--- config.mk ---
export PLATFORM = sky130hd
export DESIGN_NAME = lbf_lamp_supervisor
export DESIGN_NICKNAME = d
export VERILOG_FILES = /design/src/common/lbf_pkg.sv /design/src/common/lbf_reg_if.sv /design/src/rtl/lbf_duty_meter.sv /design/src/rtl/lbf_smbus_slave.sv /design/src/rtl/lbf_lamp_supervisor.sv
export SDC_FILE = /design/constraint.sdc
export NUM_CORES = 1
export LEC_CHECK = 0
export BUFFER_PORTS_ARGS = -buffer_cell sky130_fd_sc_hd__buf_4
export CORE_MARGIN = 1
export CORE_UTILIZATION = 45
export DETAILED_ROUTE_END_ITERATION = 16
export PLACE_DENSITY_LB_ADDON = 0.15
export SLEW_MARGIN = 0
export SYNTH_ARGS = -nofsm -noshare
export SYNTH_HDL_FRONTEND = slang
export SYNTH_HIERARCHICAL = 1
export SYNTH_SLANG_ARGS = --single-unit
--- constraint.sdc ---
create_clock -name clock -period 10.5 [get_ports clock]
set_input_delay 0.525 -clock clock [delete_from_list [all_inputs] [get_ports clock]]
set_output_delay 0.525 -clock clock [all_outputs]
set_load 0.005 [all_outputs]
--- src/common/lbf_pkg.sv ---
// Purpose: Shared constants and types of the lamp brightness supervisor.
// Assumes: A 20 MHz system clock.
// Notes: Operation
// Operation
// - Ambient brightness from 8-bit light code.
// - Light code clamped to low/high limits.
// - Effective brightness never below ten percent.
// - Light code sampled once per dimming period.
// - 256 levels, one code is 0.391 percent.
// - Duty mode follows input duty, ten percent floor.
// - Bus mode follows brightness register, ten percent floor.
// - Light brightness scaled by input duty.
// - Register brightness scaled by duty; 0x80 half.
// - Low lamp current advances timer slowly.
// - Timer trip latches fault, lamp drive stops.
// - Fault clears by lamp bit or power.
// - Overvoltage enables strong compensation discharge.
// - Low-side overcurrent switches high side off.
// - Sustained on-phase undervoltage shuts device down.
// - Secondary short discharges, advances timer fast.
// - Reset clears fault and restores registers.
// - Lockout disables both switch drivers.
// - Source bit ignored in ambient mode.
// - Brightness writes only in bus mode.
// - Control bit 0 enables or shuts down.
// - Target answers only its 7-bit address.
package lbf_pkg;
  localparam logic [6:0] SMB_DEV_ADDR = 7'h2c;
  localparam logic [2:0] REG_BRIGHT   = 3'h0;
  localparam logic [2:0] REG_CTRL     = 3'h1;
  localparam logic [2:0] REG_STAT     = 3'h2;
  localparam logic [2:0] REG_ID       = 3'h3;
  localparam logic [2:0] REG_ALS      = 3'h4;
  localparam logic [2:0] REG_ALS_LO   = 3'h5;
  localparam logic [2:0] REG_ALS_HI   = 3'h6;
  localparam logic [2:0] REG_LAST     = 3'h6;
  localparam logic [7:0] BRIGHT_RST   = 8'hff;
  localparam logic [5:0] CTRL_RST     = 6'h00;
  localparam logic [7:0] ALS_CODE_RST = 8'h00;
  localparam logic [7:0] ALS_LO_RST   = 8'h00;
  localparam logic [7:0] ALS_HI_RST   = 8'hff;
  // Identification value is arbitrary.
  localparam logic [7:0] ID_CODE      = 8'h5a;
  localparam int CTL_LAMP  = 0;
  localparam int CTL_SRC   = 1;
  localparam int CTL_ABS   = 2;
  localparam int CTL_LIGHT = 3;
  localparam int ST_FAULT  = 0;
  localparam int ST_OVC    = 2;
  localparam int ST_LAMP   = 3;
  localparam int FL_LOW_A  = 0;
  localparam int FL_LOW_B  = 1;
  localparam int FL_OV     = 2;
  localparam int FL_UV     = 3;
  localparam int FL_SHORT  = 4;
  localparam int FL_OC     = 5;
  localparam int FL_LS     = 6;
  localparam int FL_UNDERVOLTAGE_LOCKOUT   = 7;
  localparam logic [7:0] BRIGHT_FLOOR = 8'h1a;
  localparam int CLK_HZ         = 20_000_000;
  localparam int DIM_HZ         = 210;
  localparam int DIM_LEVELS     = 256;
  localparam int DIM_STEP_CYC   = CLK_HZ / (DIM_HZ * DIM_LEVELS);
  localparam int UV_DELAY_US    = 250;
  localparam int UV_DELAY_CYC   = UV_DELAY_US * (CLK_HZ / 1_000_000);
  localparam int LAMPOUT_STEP   = 1;
  localparam int SHORT_STEP     = 135;
  localparam int FAULT_TRIP_DEF = 4_000_000;
  localparam int DUTY_WIN_LOG2  = 14;
  typedef enum logic [3:0] {
    SMB_IDLE, SMB_ADDR, SMB_AACK, SMB_CMD, SMB_CACK,
    SMB_WDATA, SMB_DACK, SMB_RDATA, SMB_RACK
  } lbf_smb_e;
endpackage

--- src/common/lbf_reg_if.sv ---
// Purpose: Register access path between bus target and register file.
// Assumes: Writes are one-cycle strobes.
// Notes: Read data is combinational from the register file.
`timescale 1ns/1ns
interface lbf_reg_if;
  logic       wr_stb;
  logic [2:0] addr;
  logic [7:0] wr_data;
  logic [7:0] rd_data;
  modport master (output wr_stb, addr, wr_data, input rd_data);
  modport target (input wr_stb, addr, wr_data, output rd_data);
endinterface // lbf_reg_if

--- src/rtl/lbf_duty_meter.sv ---
// Purpose: Measures the duty fraction of the duty input.
// Assumes: Input period well below the averaging window.
// Notes: Code 0xff means fully high.
`timescale 1ns/1ns
module lbf_duty_meter
  import lbf_pkg::*;
#(
  parameter int WIN_LOG2 = DUTY_WIN_LOG2
) (
  input  wire logic       clock,
  input  wire logic       sys_rst,
  input  wire logic       ce,
  input  wire logic       duty_input,
  output logic      [7:0] duty_code
);
  typedef struct packed {
    logic [1:0]          s;
    logic [WIN_LOG2-1:0] win;
    logic [WIN_LOG2:0]   hi;
    logic [7:0]          code;
  } lbf_meter_s;

  lbf_meter_s st, next_st;

  always_comb begin
    logic [WIN_LOG2:0] tot;
    tot = st.hi + (WIN_LOG2+1)'(st.s[1]);
    next_st     = st;
    next_st.s   = {st.s[0], duty_input};
    next_st.win = st.win + 1'b1;
    next_st.hi  = tot;
    if (&st.win) begin
      next_st.hi   = '0;
      next_st.code = tot[WIN_LOG2] ? 8'hff : tot[WIN_LOG2-1 -: 8];
    end
  end

  always_ff @(posedge clock) begin
    if (sys_rst) begin
      st <= '0;
    end else if (ce) begin
      st <= next_st;
    end
  end

  assign duty_code = st.code;
endmodule // lbf_duty_meter

--- src/rtl/lbf_smbus_slave.sv ---
// Purpose: Two-wire bus target for byte write and byte read.
// Assumes: Bus clock far slower than the system clock.
// Notes: A write is committed at the stop or repeated start.
`timescale 1ns/1ns
module lbf_smbus_slave
  import lbf_pkg::*;
(
  input  wire logic clock,
  input  wire logic sys_rst,
  input  wire logic ce,
  input  wire logic scl_in,
  input  wire logic sda_in,
  output logic      sda_out,
  output logic      sda_oe_n,
  lbf_reg_if.master bus
);
  typedef struct packed {
    logic [1:0] scl_s;
    logic [1:0] sda_s;
    logic       scl_d;
    logic       sda_d;
    lbf_smb_e   st;
    logic [3:0] bitc;
    logic [7:0] sh;
    logic       rw;
    logic [2:0] cmd;
    logic [7:0] wdata;
    logic       wpend;
    logic       drv;
    logic       wr;
  } lbf_smb_s;

  lbf_smb_s st, next_st;
  logic scl, sda, rise, fall, start, stop;

  always_comb begin
    scl   = st.scl_s[1];
    sda   = st.sda_s[1];
    rise  = scl & ~st.scl_d;
    fall  = ~scl & st.scl_d;
    start = scl & st.scl_d & st.sda_d & ~sda;
    stop  = scl & st.scl_d & ~st.sda_d & sda;
    next_st       = st;
    next_st.wr    = 1'b0;
    next_st.scl_s = {st.scl_s[0], scl_in};
    next_st.sda_s = {st.sda_s[0], sda_in};
    next_st.scl_d = scl;
    next_st.sda_d = sda;
    if (start || stop) begin
      next_st.wr    = st.wpend;
      next_st.wpend = 1'b0;
      next_st.drv   = 1'b0;
      next_st.bitc  = 4'h0;
      next_st.st    = start ? SMB_ADDR : SMB_IDLE;
    end else if (rise) begin
      next_st.bitc = st.bitc + 4'h1;
      if (st.st inside {SMB_ADDR, SMB_CMD, SMB_WDATA}) begin
        next_st.sh = {st.sh[6:0], sda};
      end
      if (st.st == SMB_RACK) begin
        next_st.st = SMB_IDLE;
      end
    end else if (fall) begin
      unique case (st.st)
        SMB_ADDR: if (st.bitc == 4'h8) begin
          if (st.sh[7:1] == SMB_DEV_ADDR) begin
            next_st.drv = 1'b1;
            next_st.rw  = st.sh[0];
            next_st.st  = SMB_AACK;
          end else begin
            next_st.st = SMB_IDLE;
          end
        end
        SMB_AACK: begin
          next_st.bitc = 4'h0;
          if (st.rw) begin
            next_st.sh  = bus.rd_data;
            next_st.drv = ~bus.rd_data[7];
            next_st.st  = SMB_RDATA;
          end else begin
            next_st.drv = 1'b0;
            next_st.st  = SMB_CMD;
          end
        end
        SMB_CMD: if (st.bitc == 4'h8) begin
          if (st.sh <= {5'h00, REG_LAST}) begin
            next_st.drv = 1'b1;
            next_st.cmd = st.sh[2:0];
            next_st.st  = SMB_CACK;
          end else begin
            next_st.st = SMB_IDLE;
          end
        end
        SMB_CACK: begin
          next_st.drv  = 1'b0;
          next_st.bitc = 4'h0;
          next_st.st   = SMB_WDATA;
        end
        SMB_WDATA: if (st.bitc == 4'h8) begin
          next_st.drv   = 1'b1;
          next_st.wdata = st.sh;
          next_st.wpend = 1'b1;
          next_st.st    = SMB_DACK;
        end
        SMB_DACK: begin
          next_st.drv = 1'b0;
          next_st.st  = SMB_IDLE;
        end
        SMB_RDATA: if (st.bitc == 4'h8) begin
          next_st.drv = 1'b0;
          next_st.st  = SMB_RACK;
        end else begin
          next_st.sh  = {st.sh[6:0], 1'b0};
          next_st.drv = ~st.sh[6];
        end
        SMB_IDLE, SMB_RACK: begin
        end
        default: next_st.st = SMB_IDLE;
      endcase
    end
  end

  always_ff @(posedge clock) begin
    if (sys_rst) begin
      // Edge detectors start at the idle-high bus level.
      st <= '{scl_s: 2'b11, sda_s: 2'b11, scl_d: 1'b1, sda_d: 1'b1,
              st: SMB_IDLE, default: '0};
    end else if (ce) begin
      st <= next_st;
    end
  end

  assign bus.wr_stb  = st.wr;
  assign bus.addr    = st.cmd;
  assign bus.wr_data = st.wdata;
  assign sda_out     = 1'b0;
  assign sda_oe_n    = ~st.drv;
endmodule // lbf_smbus_slave

--- src/rtl/lbf_lamp_supervisor.sv ---
// Purpose: Brightness selection, dimming chopper and fault supervision.
// Assumes: Comparator results arrive as asynchronous flags.
// Notes: Registers are reached only over the two-wire bus.
`timescale 1ns/1ns
module lbf_lamp_supervisor
  import lbf_pkg::*;
#(
  parameter int FAULT_TRIP = FAULT_TRIP_DEF,
  parameter int UV_DELAY   = UV_DELAY_CYC,
  parameter int DIM_STEP   = DIM_STEP_CYC
) (
  input  wire logic       clock,
  input  wire logic       sys_rst,
  input  wire logic       ce,
  input  wire logic       scl_in,
  input  wire logic       sda_in,
  output logic            sda_out,
  output logic            sda_oe_n,
  input  wire logic [7:0] ambient_light_input,
  input  wire logic       duty_input,
  input  wire logic       lamp_current_feedback_a_low,
  input  wire logic       lamp_current_feedback_b_low,
  input  wire logic       secondary_voltage_feedback_over,
  input  wire logic       secondary_voltage_feedback_under,
  input  wire logic       secondary_current_sense_over,
  input  wire logic       switch_node_overcurrent,
  input  wire logic       low_side_on,
  input  wire logic       undervoltage_lockout,
  output logic            dimming_chopper,
  output logic            bridge_drive_enable,
  output logic            high_side_block,
  output logic            comp_discharge_strong,
  output logic            regulator_full_output,
  output logic            fault_latched
);
  localparam int TRIP_W = $clog2(FAULT_TRIP + SHORT_STEP + 1);
  localparam int UV_W   = $clog2(UV_DELAY + 1);
  localparam int STEP_W = $clog2(DIM_STEP + 1);

  typedef struct packed {
    logic [7:0]        fl_s1;
    logic [7:0]        fl_s2;
    logic [7:0]        als_s1;
    logic [7:0]        als_s2;
    logic [7:0]        bright;
    logic [5:0]        ctrl;
    logic [7:0]        als_lo;
    logic [7:0]        als_hi;
    logic [7:0]        als_code;
    logic [7:0]        level;
    logic [STEP_W-1:0] step;
    logic [7:0]        phase;
    logic [TRIP_W-1:0] fault_delay_timer;
    logic [UV_W-1:0]   uv_cnt;
    logic              fault;
    logic              drive;
    logic              drv_en;
    logic              hs_blk;
    logic              comp_dis;
  } lbf_sup_s;

  lbf_sup_s   st;
  lbf_sup_s   next_st;
  logic [7:0] flags;
  logic [7:0] duty_code;
  logic [7:0] als_clamp;
  logic [7:0] raw;
  logic [7:0] target;
  logic       bus_mode;
  logic       run;
  logic       on_phase;
  logic       last_step;
  logic       period_end;
  logic       lamp_low;

  lbf_reg_if bus_if ();

  lbf_smbus_slave u_bus (
    .clock    (clock),
    .sys_rst  (sys_rst),
    .ce       (ce),
    .scl_in   (scl_in),
    .sda_in   (sda_in),
    .sda_out  (sda_out),
    .sda_oe_n (sda_oe_n),
    .bus      (bus_if)
  );

  lbf_duty_meter #(
    .WIN_LOG2 (DUTY_WIN_LOG2)
  ) u_duty (
    .clock      (clock),
    .sys_rst    (sys_rst),
    .ce         (ce),
    .duty_input (duty_input),
    .duty_code  (duty_code)
  );

  // Scales a brightness code by a duty code; 0xff duty is unity.
  function automatic logic [7:0] scale(input logic [7:0] a,
                                       input logic [7:0] d);
    logic [16:0] p;
    p = 17'(a) * 17'({1'b0, d} + 9'h001);
    return p[15:8];
  endfunction

  assign flags = {undervoltage_lockout, low_side_on,
                  switch_node_overcurrent, secondary_current_sense_over,
                  secondary_voltage_feedback_under,
                  secondary_voltage_feedback_over,
                  lamp_current_feedback_b_low,
                  lamp_current_feedback_a_low};

  // Brightness source selection.
  always_comb begin
    if (st.als_code < st.als_lo) begin
      als_clamp = st.als_lo;
    end else if (st.als_code > st.als_hi) begin
      als_clamp = st.als_hi;
    end else begin
      als_clamp = st.als_code;
    end
    bus_mode = ~st.ctrl[CTL_LIGHT] & ~st.ctrl[CTL_SRC];
    if (st.ctrl[CTL_LIGHT]) begin
      raw = st.ctrl[CTL_ABS] ? als_clamp : scale(als_clamp, duty_code);
    end else if (st.ctrl[CTL_SRC]) begin
      raw = duty_code;
    end else begin
      raw = st.ctrl[CTL_ABS] ? st.bright : scale(st.bright, duty_code);
    end
    target = (raw < BRIGHT_FLOOR) ? BRIGHT_FLOOR : raw;
  end

  // Register read mux.
  always_comb begin
    unique case (bus_if.addr)
      REG_BRIGHT: bus_if.rd_data = st.bright;
      REG_CTRL:   bus_if.rd_data = {2'b00, st.ctrl};
      REG_STAT:   bus_if.rd_data = {4'h0, ~lamp_low,
                                    st.fl_s2[FL_OC], 1'b0, st.fault};
      REG_ID:     bus_if.rd_data = ID_CODE;
      REG_ALS:    bus_if.rd_data = st.als_code;
      REG_ALS_LO: bus_if.rd_data = st.als_lo;
      REG_ALS_HI: bus_if.rd_data = st.als_hi;
      default:    bus_if.rd_data = 8'h00;
    endcase
  end

  always_comb begin
    run        = st.ctrl[CTL_LAMP] & ~st.fault & ~st.fl_s2[FL_UNDERVOLTAGE_LOCKOUT];
    on_phase   = st.phase <= st.level;
    last_step  = st.step == STEP_W'(DIM_STEP - 1);
    period_end = last_step && (st.phase == 8'hff);
    lamp_low   = st.fl_s2[FL_LOW_A] | st.fl_s2[FL_LOW_B];
    next_st        = st;
    next_st.fl_s1  = flags;
    next_st.fl_s2  = st.fl_s1;
    next_st.als_s1 = ambient_light_input;
    next_st.als_s2 = st.als_s1;
    next_st.step   = last_step ? '0 : st.step + 1'b1;
    if (last_step) begin
      next_st.phase = st.phase + 8'h01;
    end
    if (period_end) begin
      // A light code still changing waits for the next period.
      if (st.als_s2 == st.als_s1) begin
        next_st.als_code = st.als_s2;
      end
      next_st.level    = target;
    end
    if (bus_if.wr_stb) begin
      unique case (bus_if.addr)
        REG_BRIGHT: if (bus_mode) begin
          next_st.bright = bus_if.wr_data;
        end
        REG_CTRL:   next_st.ctrl   = bus_if.wr_data[5:0];
        REG_ALS_LO: next_st.als_lo = bus_if.wr_data;
        REG_ALS_HI: next_st.als_hi = bus_if.wr_data;
        default: begin
        end
      endcase
    end
    if (!run) begin
      next_st.fault_delay_timer   = '0;
      next_st.uv_cnt = '0;
    end else begin
      if (st.fl_s2[FL_SHORT]) begin
        next_st.fault_delay_timer = st.fault_delay_timer + TRIP_W'(SHORT_STEP);
      end else if (on_phase && lamp_low) begin
        next_st.fault_delay_timer = st.fault_delay_timer + TRIP_W'(LAMPOUT_STEP);
      end else begin
        next_st.fault_delay_timer = '0;
      end
      if (st.fault_delay_timer >= TRIP_W'(FAULT_TRIP)) begin
        next_st.fault = 1'b1;
      end
      if (on_phase && st.fl_s2[FL_UV]) begin
        next_st.uv_cnt = st.uv_cnt + 1'b1;
        if (st.uv_cnt == UV_W'(UV_DELAY - 1)) begin
          next_st.fault = 1'b1;
        end
      end else begin
        next_st.uv_cnt = '0;
      end
    end
    if (!st.ctrl[CTL_LAMP]) begin
      next_st.fault = 1'b0;
    end
    next_st.drive    = run & on_phase;
    next_st.drv_en   = run;
    next_st.hs_blk   = run & st.fl_s2[FL_LS] & st.fl_s2[FL_OC];
    next_st.comp_dis = run & (st.fl_s2[FL_OV] | st.fl_s2[FL_SHORT]);
  end

  always_ff @(posedge clock) begin
    if (sys_rst) begin
      st <= '{bright: BRIGHT_RST, ctrl: CTRL_RST, als_code: ALS_CODE_RST,
              als_lo: ALS_LO_RST, als_hi: ALS_HI_RST,
              level: BRIGHT_FLOOR, default: '0};
    end else if (ce) begin
      st <= next_st;
    end
  end

  assign dimming_chopper       = st.drive;
  assign bridge_drive_enable   = st.drv_en;
  assign high_side_block       = st.hs_blk;
  assign comp_discharge_strong = st.comp_dis;
  assign regulator_full_output = st.ctrl[CTL_LAMP];
  assign fault_latched         = st.fault;
endmodule // lbf_lamp_supervisor

Word-level counts from Yosys, hierarchy flattened
Index checks and enable logic that the tools add are counted.

storage, ports and cells
  output and inout bits = 8
  logic and storage cells = 211
  bits in registers = 211
  bits of input ports = 22

cells by class
  add/sub/neg operators = 9
  equality and inequality tests = 36
  order comparisons = 6
  bitwise operators = 30
  mux-type cells = 56
  multipliers = 2
  reduce and logical (&&, ||, !) cells = 36

operators with widths
  operator                 count
  $mux W8                  12
  $pmux W8 S7              1
  $mux W22                 2
  $mux W35                 1
  $mux W30                 1
  $pmux W4 S7              1
  $mux W4                  6
  $mux W23                 1
  $add A22 B1 Y22 const B  1
  $add A22 B8 Y22 const B  1
  $ge A22 B22 Y1 const B   1
  $reduce_and A7 Y1        3
  $mux W9                  2
  $ne A3 B2 Y1 const B     6
  $mul A8 B17 Y16          1
  $eq A4 B3 Y1 const B     4
  $mul A8 B9 Y16           1
  $mux W1                  16
  $mux W16                 1
  $pmux W8 S2              1
  $add A15 B1 Y15          1
  $mux W3                  5
  $reduce_and A15 Y1       1
  $reduce_and A3 Y1        5
  other kinds (50)         100

Longest topological paths before layout
  depth after elaboration = 9
  depth in mapped cells = 32
  mapped depth without buffers = 30

Modules after synthesis
The synthesis kept the hierarchy.

modules (own cells, without submodules)
  module               area an instance (um^2)  instances  cells an instance  sequential area each (um^2)
  lbf_lamp_supervisor  11,654.9                 1          1,436              2,702.6
  lbf_smbus_slave      2,158.3                  1          262                740.7
  lbf_duty_meter       1,901.8                  1          219                780.7

Worst setup path before layout
No wires, ideal clock.

  kind = register to register
  start = reg, netlist name st[88]
  end = reg, netlist name st[60]
  cell stages (with the launch flop) = 28
  setup slack = 3.980 ns
  period minus slack after synthesis = 6.520 ns
  arrival time = 6.401 ns
  setup time = 0.119 ns
  path through = dfxtp_1 > inv_1 > ha_1 > and2_1 > a221oi_1 > o21a_1 > clkbuf_1 > nor2_1 > a21oi_1 > nor2_1 > fa_1 > fa_1 > fa_1 > inv_1 > fa_1 > inv_1 > ha_1 > clkbuf_1 > nand4_1 > nor3_1 > o21ai_0 > a31o_2 > o21a_1 > xnor2_1 > a211oi_1 > a211oi_2 > nor3_1 > o21bai_1

==> impl_metrics.ini <==
[floorplanning]
die_x_um = 189
initial_utilization = 0.456
io_pins = 30
row_count = 68
fp.dieH_um = 189
dieArea_mm2 = 0.0357
fp.coreArea_mm2 = 0.0345

[yosys]
synth.top_cells.by_area = dfxtp_1, fa_1, ha_1, nor2_1, mux2i_1
synthAdderAreaFrac = 0.183
ys.flop_type = dfxtp_1
avgSynthCellArea_um2 = 8.20
synth_top_area_cell = dfxtp_1
synth_cell_types = 94
yosysWarnings = 6
synthMostInstantiatedCell = nor2_1
synth_top_area_frac = 0.269
synth_compound_area_frac = 0.146
netlist_instances = 1917
synth_top_family_by_area = simple AND/OR/NAND/NOR gates
ys_seq_area_frac = 0.269
yosys-top-cells-count = nor2_1, dfxtp_1, nand2_1
ys_seq_elements = 211
synth.area.mux_share = 0.0605
synthesis.area_mm2 = 0.0157
synth-xor-area-share = 0.0396
synth-edff-count = 0
async_reset_ff_frac = 0
synthesis.nets = 2121
yosys.area_share.simple = 0.230

[cells_and_area]
layout.cells.non_filler = 2350
areaGrowthSynthToFinish_pct = 8.26
nNetsFinal = 2080
diodes = 0
drive_above_1_share = 0.0686
utilization = 0.494

[power_and_ir_drop]
p_int_w = 0.00146
power_switching_w = 0.000402
switching_share = 0.216
powerDensity_mw_per_mm2 = 109
seq_power_share = 0.441
vdd_ir_drop_max_mv = 0.133
p_leak_nw = 7.13
p_clk_frac = 0.519
comb_power_share = 0.040

[placed_design]
routabilityCongestion = 0.897
dp.cells = 2304
dp_hpwl_mm = 28.3
portBuffers = 28

[detailed_routing]
vias_per_cell = 5.58
wl_per_cell_um = 16.6
firstDrtPassIters = 5
drt-initial-drc-count = 920
drc = 0
vias = 13115
antenna_left = 0
wl_mm = 39.1

[timing]
rsz0062_at_grt = false
whs_ps = 210
finalHoldViolCount = 0
finalClockSkew_ps = 37.9
fin_crit_sh = 0.711
slew_violations = 0
min_period_ps = 7460
slew_headroom = 0.252
finalSetupTns_ps = 0
timing.fmax_mhz = 134
worstMarginPinSlew_ps = 1120
setup_viol = 0

[critical_path]
startpoint_type = flop
endpoint_kind = flop
arrival_ps = 7930
crit_type = reg2reg
cp_max_fo = 10
cp.required_ps = 10970

[global_route]
grt_util_met2 = 0.371
use_met3 = 0.0311
grt.busiest_layer = met2
grt_pass1_wl_mm = 65.5
grt_pass1_vias = 12866
grt_overflow = 0
use_met1 = 0.304
antenna_found_initial = 0
grt_use_total = 0.222
grt_start_max_net_pins = 129

[flow_run]
drv_cap = 0

[clock_network]
cts.sinks = 211
cts_hold_buf = 0
clk_pin_slew_worst_paths_ps = 60
htree_levels = 1
cts_tree = done
cts_resized = 0
insertion_delay_ps = 550
cts_setup_buffers = 0
cts_buffers = 25
cts_buffer_depth = 3
ctsRootBufferMaster = clkbuf_16

[hold_path]
hold_class = in2reg

[run_status]
outcome = finished, final reports clean
==> sequential cells by signal (all words and copies together) (netlist names), 3 cells and up <==
name and cells:
st 113, u_duty/st 30, u_bus/st 21, next_st 16, u_bus/bus.wr_data 8, u_duty/duty_code 8
u_bus/next_st 4, u_bus/bus.addr 3
==> per-stage QoR <==
step / setup slack (ps) / total power, W / area (µm²)
floorplan: 3980 / 0.000889 / 15700
global placement: 3410 / 0.000909 / 16100
detailed placement: 3250 / 0.000910 / 16100
CTS: 3230 / 0.00188 / 17000
global route: 2600 / 0.00193 / 17000
finish: 3040 / 0.00186 / 17000
==> cell usage in the layout, fill, tap and decap left out, types with 11 or more instances in the layout <==
master | synthesis | layout
nand2b_1 | 17 | 17
nor2_1 | 231 | 231
clkbuf_16 | 0 | 25
nor3b_1 | 17 | 17
nand3b_1 | 19 | 19
nor3_1 | 29 | 29
mux2i_1 | 86 | 86
and3_1 | 28 | 28
a21oi_1 | 112 | 112
nand2_1 | 178 | 178
or3_1 | 13 | 13
dfxtp_1 | 211 | 211
ha_1 | 102 | 102
or4_1 | 11 | 11
xor2_1 | 29 | 29
buf_4 | 21 | 39
o211ai_1 | 13 | 13
o21bai_1 | 16 | 16
nand3_1 | 49 | 49
nor2b_1 | 22 | 22
xnor2_1 | 42 | 42
and2_1 | 26 | 26
a31oi_1 | 18 | 18
nand4_1 | 34 | 34
inv_1 | 160 | 160
a211o_1 | 11 | 11
o21ai_0 | 86 | 86
fa_1 | 80 | 80
==> cell type report <==
class | instances | area [µm²]
tap | 455 | 569
clock inverter | 12 | 229
timing repair buffer | 40 | 304
sequential | 211 | 4220
fill | 3323 | 17400
inverter | 162 | 608
multi-input combinational | 1436 | 10400
clock buffer | 34 | 699
==> power groups by stage <==
stage	Clock (W)	Combinational, W	Sequential (W)
after floorplan	0	0.0000552	0.000833
after global placement	0	0.0000734	0.000836
after detailed placement	0	0.0000740	0.000836
after CTS	0.000989	0.0000744	0.000818
after global routing	0.00103	0.0000822	0.000819
final	0.000964	0.0000739	0.000819
==> worst max-delay path: stages (launching register included) <==
cell,delay (ps)
dfxtp_1,350
inv_1,80
ha_1,310
nand4_1,170
o21ai_1,590
a21oi_1,130
a21oi_1,170
nor2_1,60
a21oi_1,830
nor2_1,160
fa_1,560
fa_1,440
fa_1,550
inv_1,60
fa_1,520
inv_1,40
ha_1,390
a21oi_1,250
o21bai_1,120
a21o_1,200
a21o_1,170
a21oi_1,210
nor2_1,50
o21ai_0,140
nand4b_1,170
a211oi_2,380
o21ai_0,140
a31oi_1,140
==> layer usage <==
layer	vias to the layer above	share of wire
li1	6499	-
met1	6281	0.47
met2	294	0.46
met3	41	0.051
met4	0	0.018
met5	-	0
==> kinds of logic (layout without fill, tap and decap cells) <==
logic type / Yosys count / count (layout)
AOI/OAI and AO/OA: 359 / 359
and+or+nand+nor: 730 / 730
muxes: 93 / 93
DFF: 211 / 211
other: 1 / 1
buffers and inverters: 270 / 248
adders and majority gates: 182 / 182
xor gates and xnor gates: 71 / 71
==> final timing paths <==
check,slack [ps],endpoint,cells past startpoint,startpoint
min reg2reg,450,st[62],2,st[62]
max,3040,st[58],27,st[80]
max reg2reg,3040,st[58],27,st[80]
min,210,next_st[122],3,secondary_voltage_feedback_under
(Power assumes the default switching activity.)
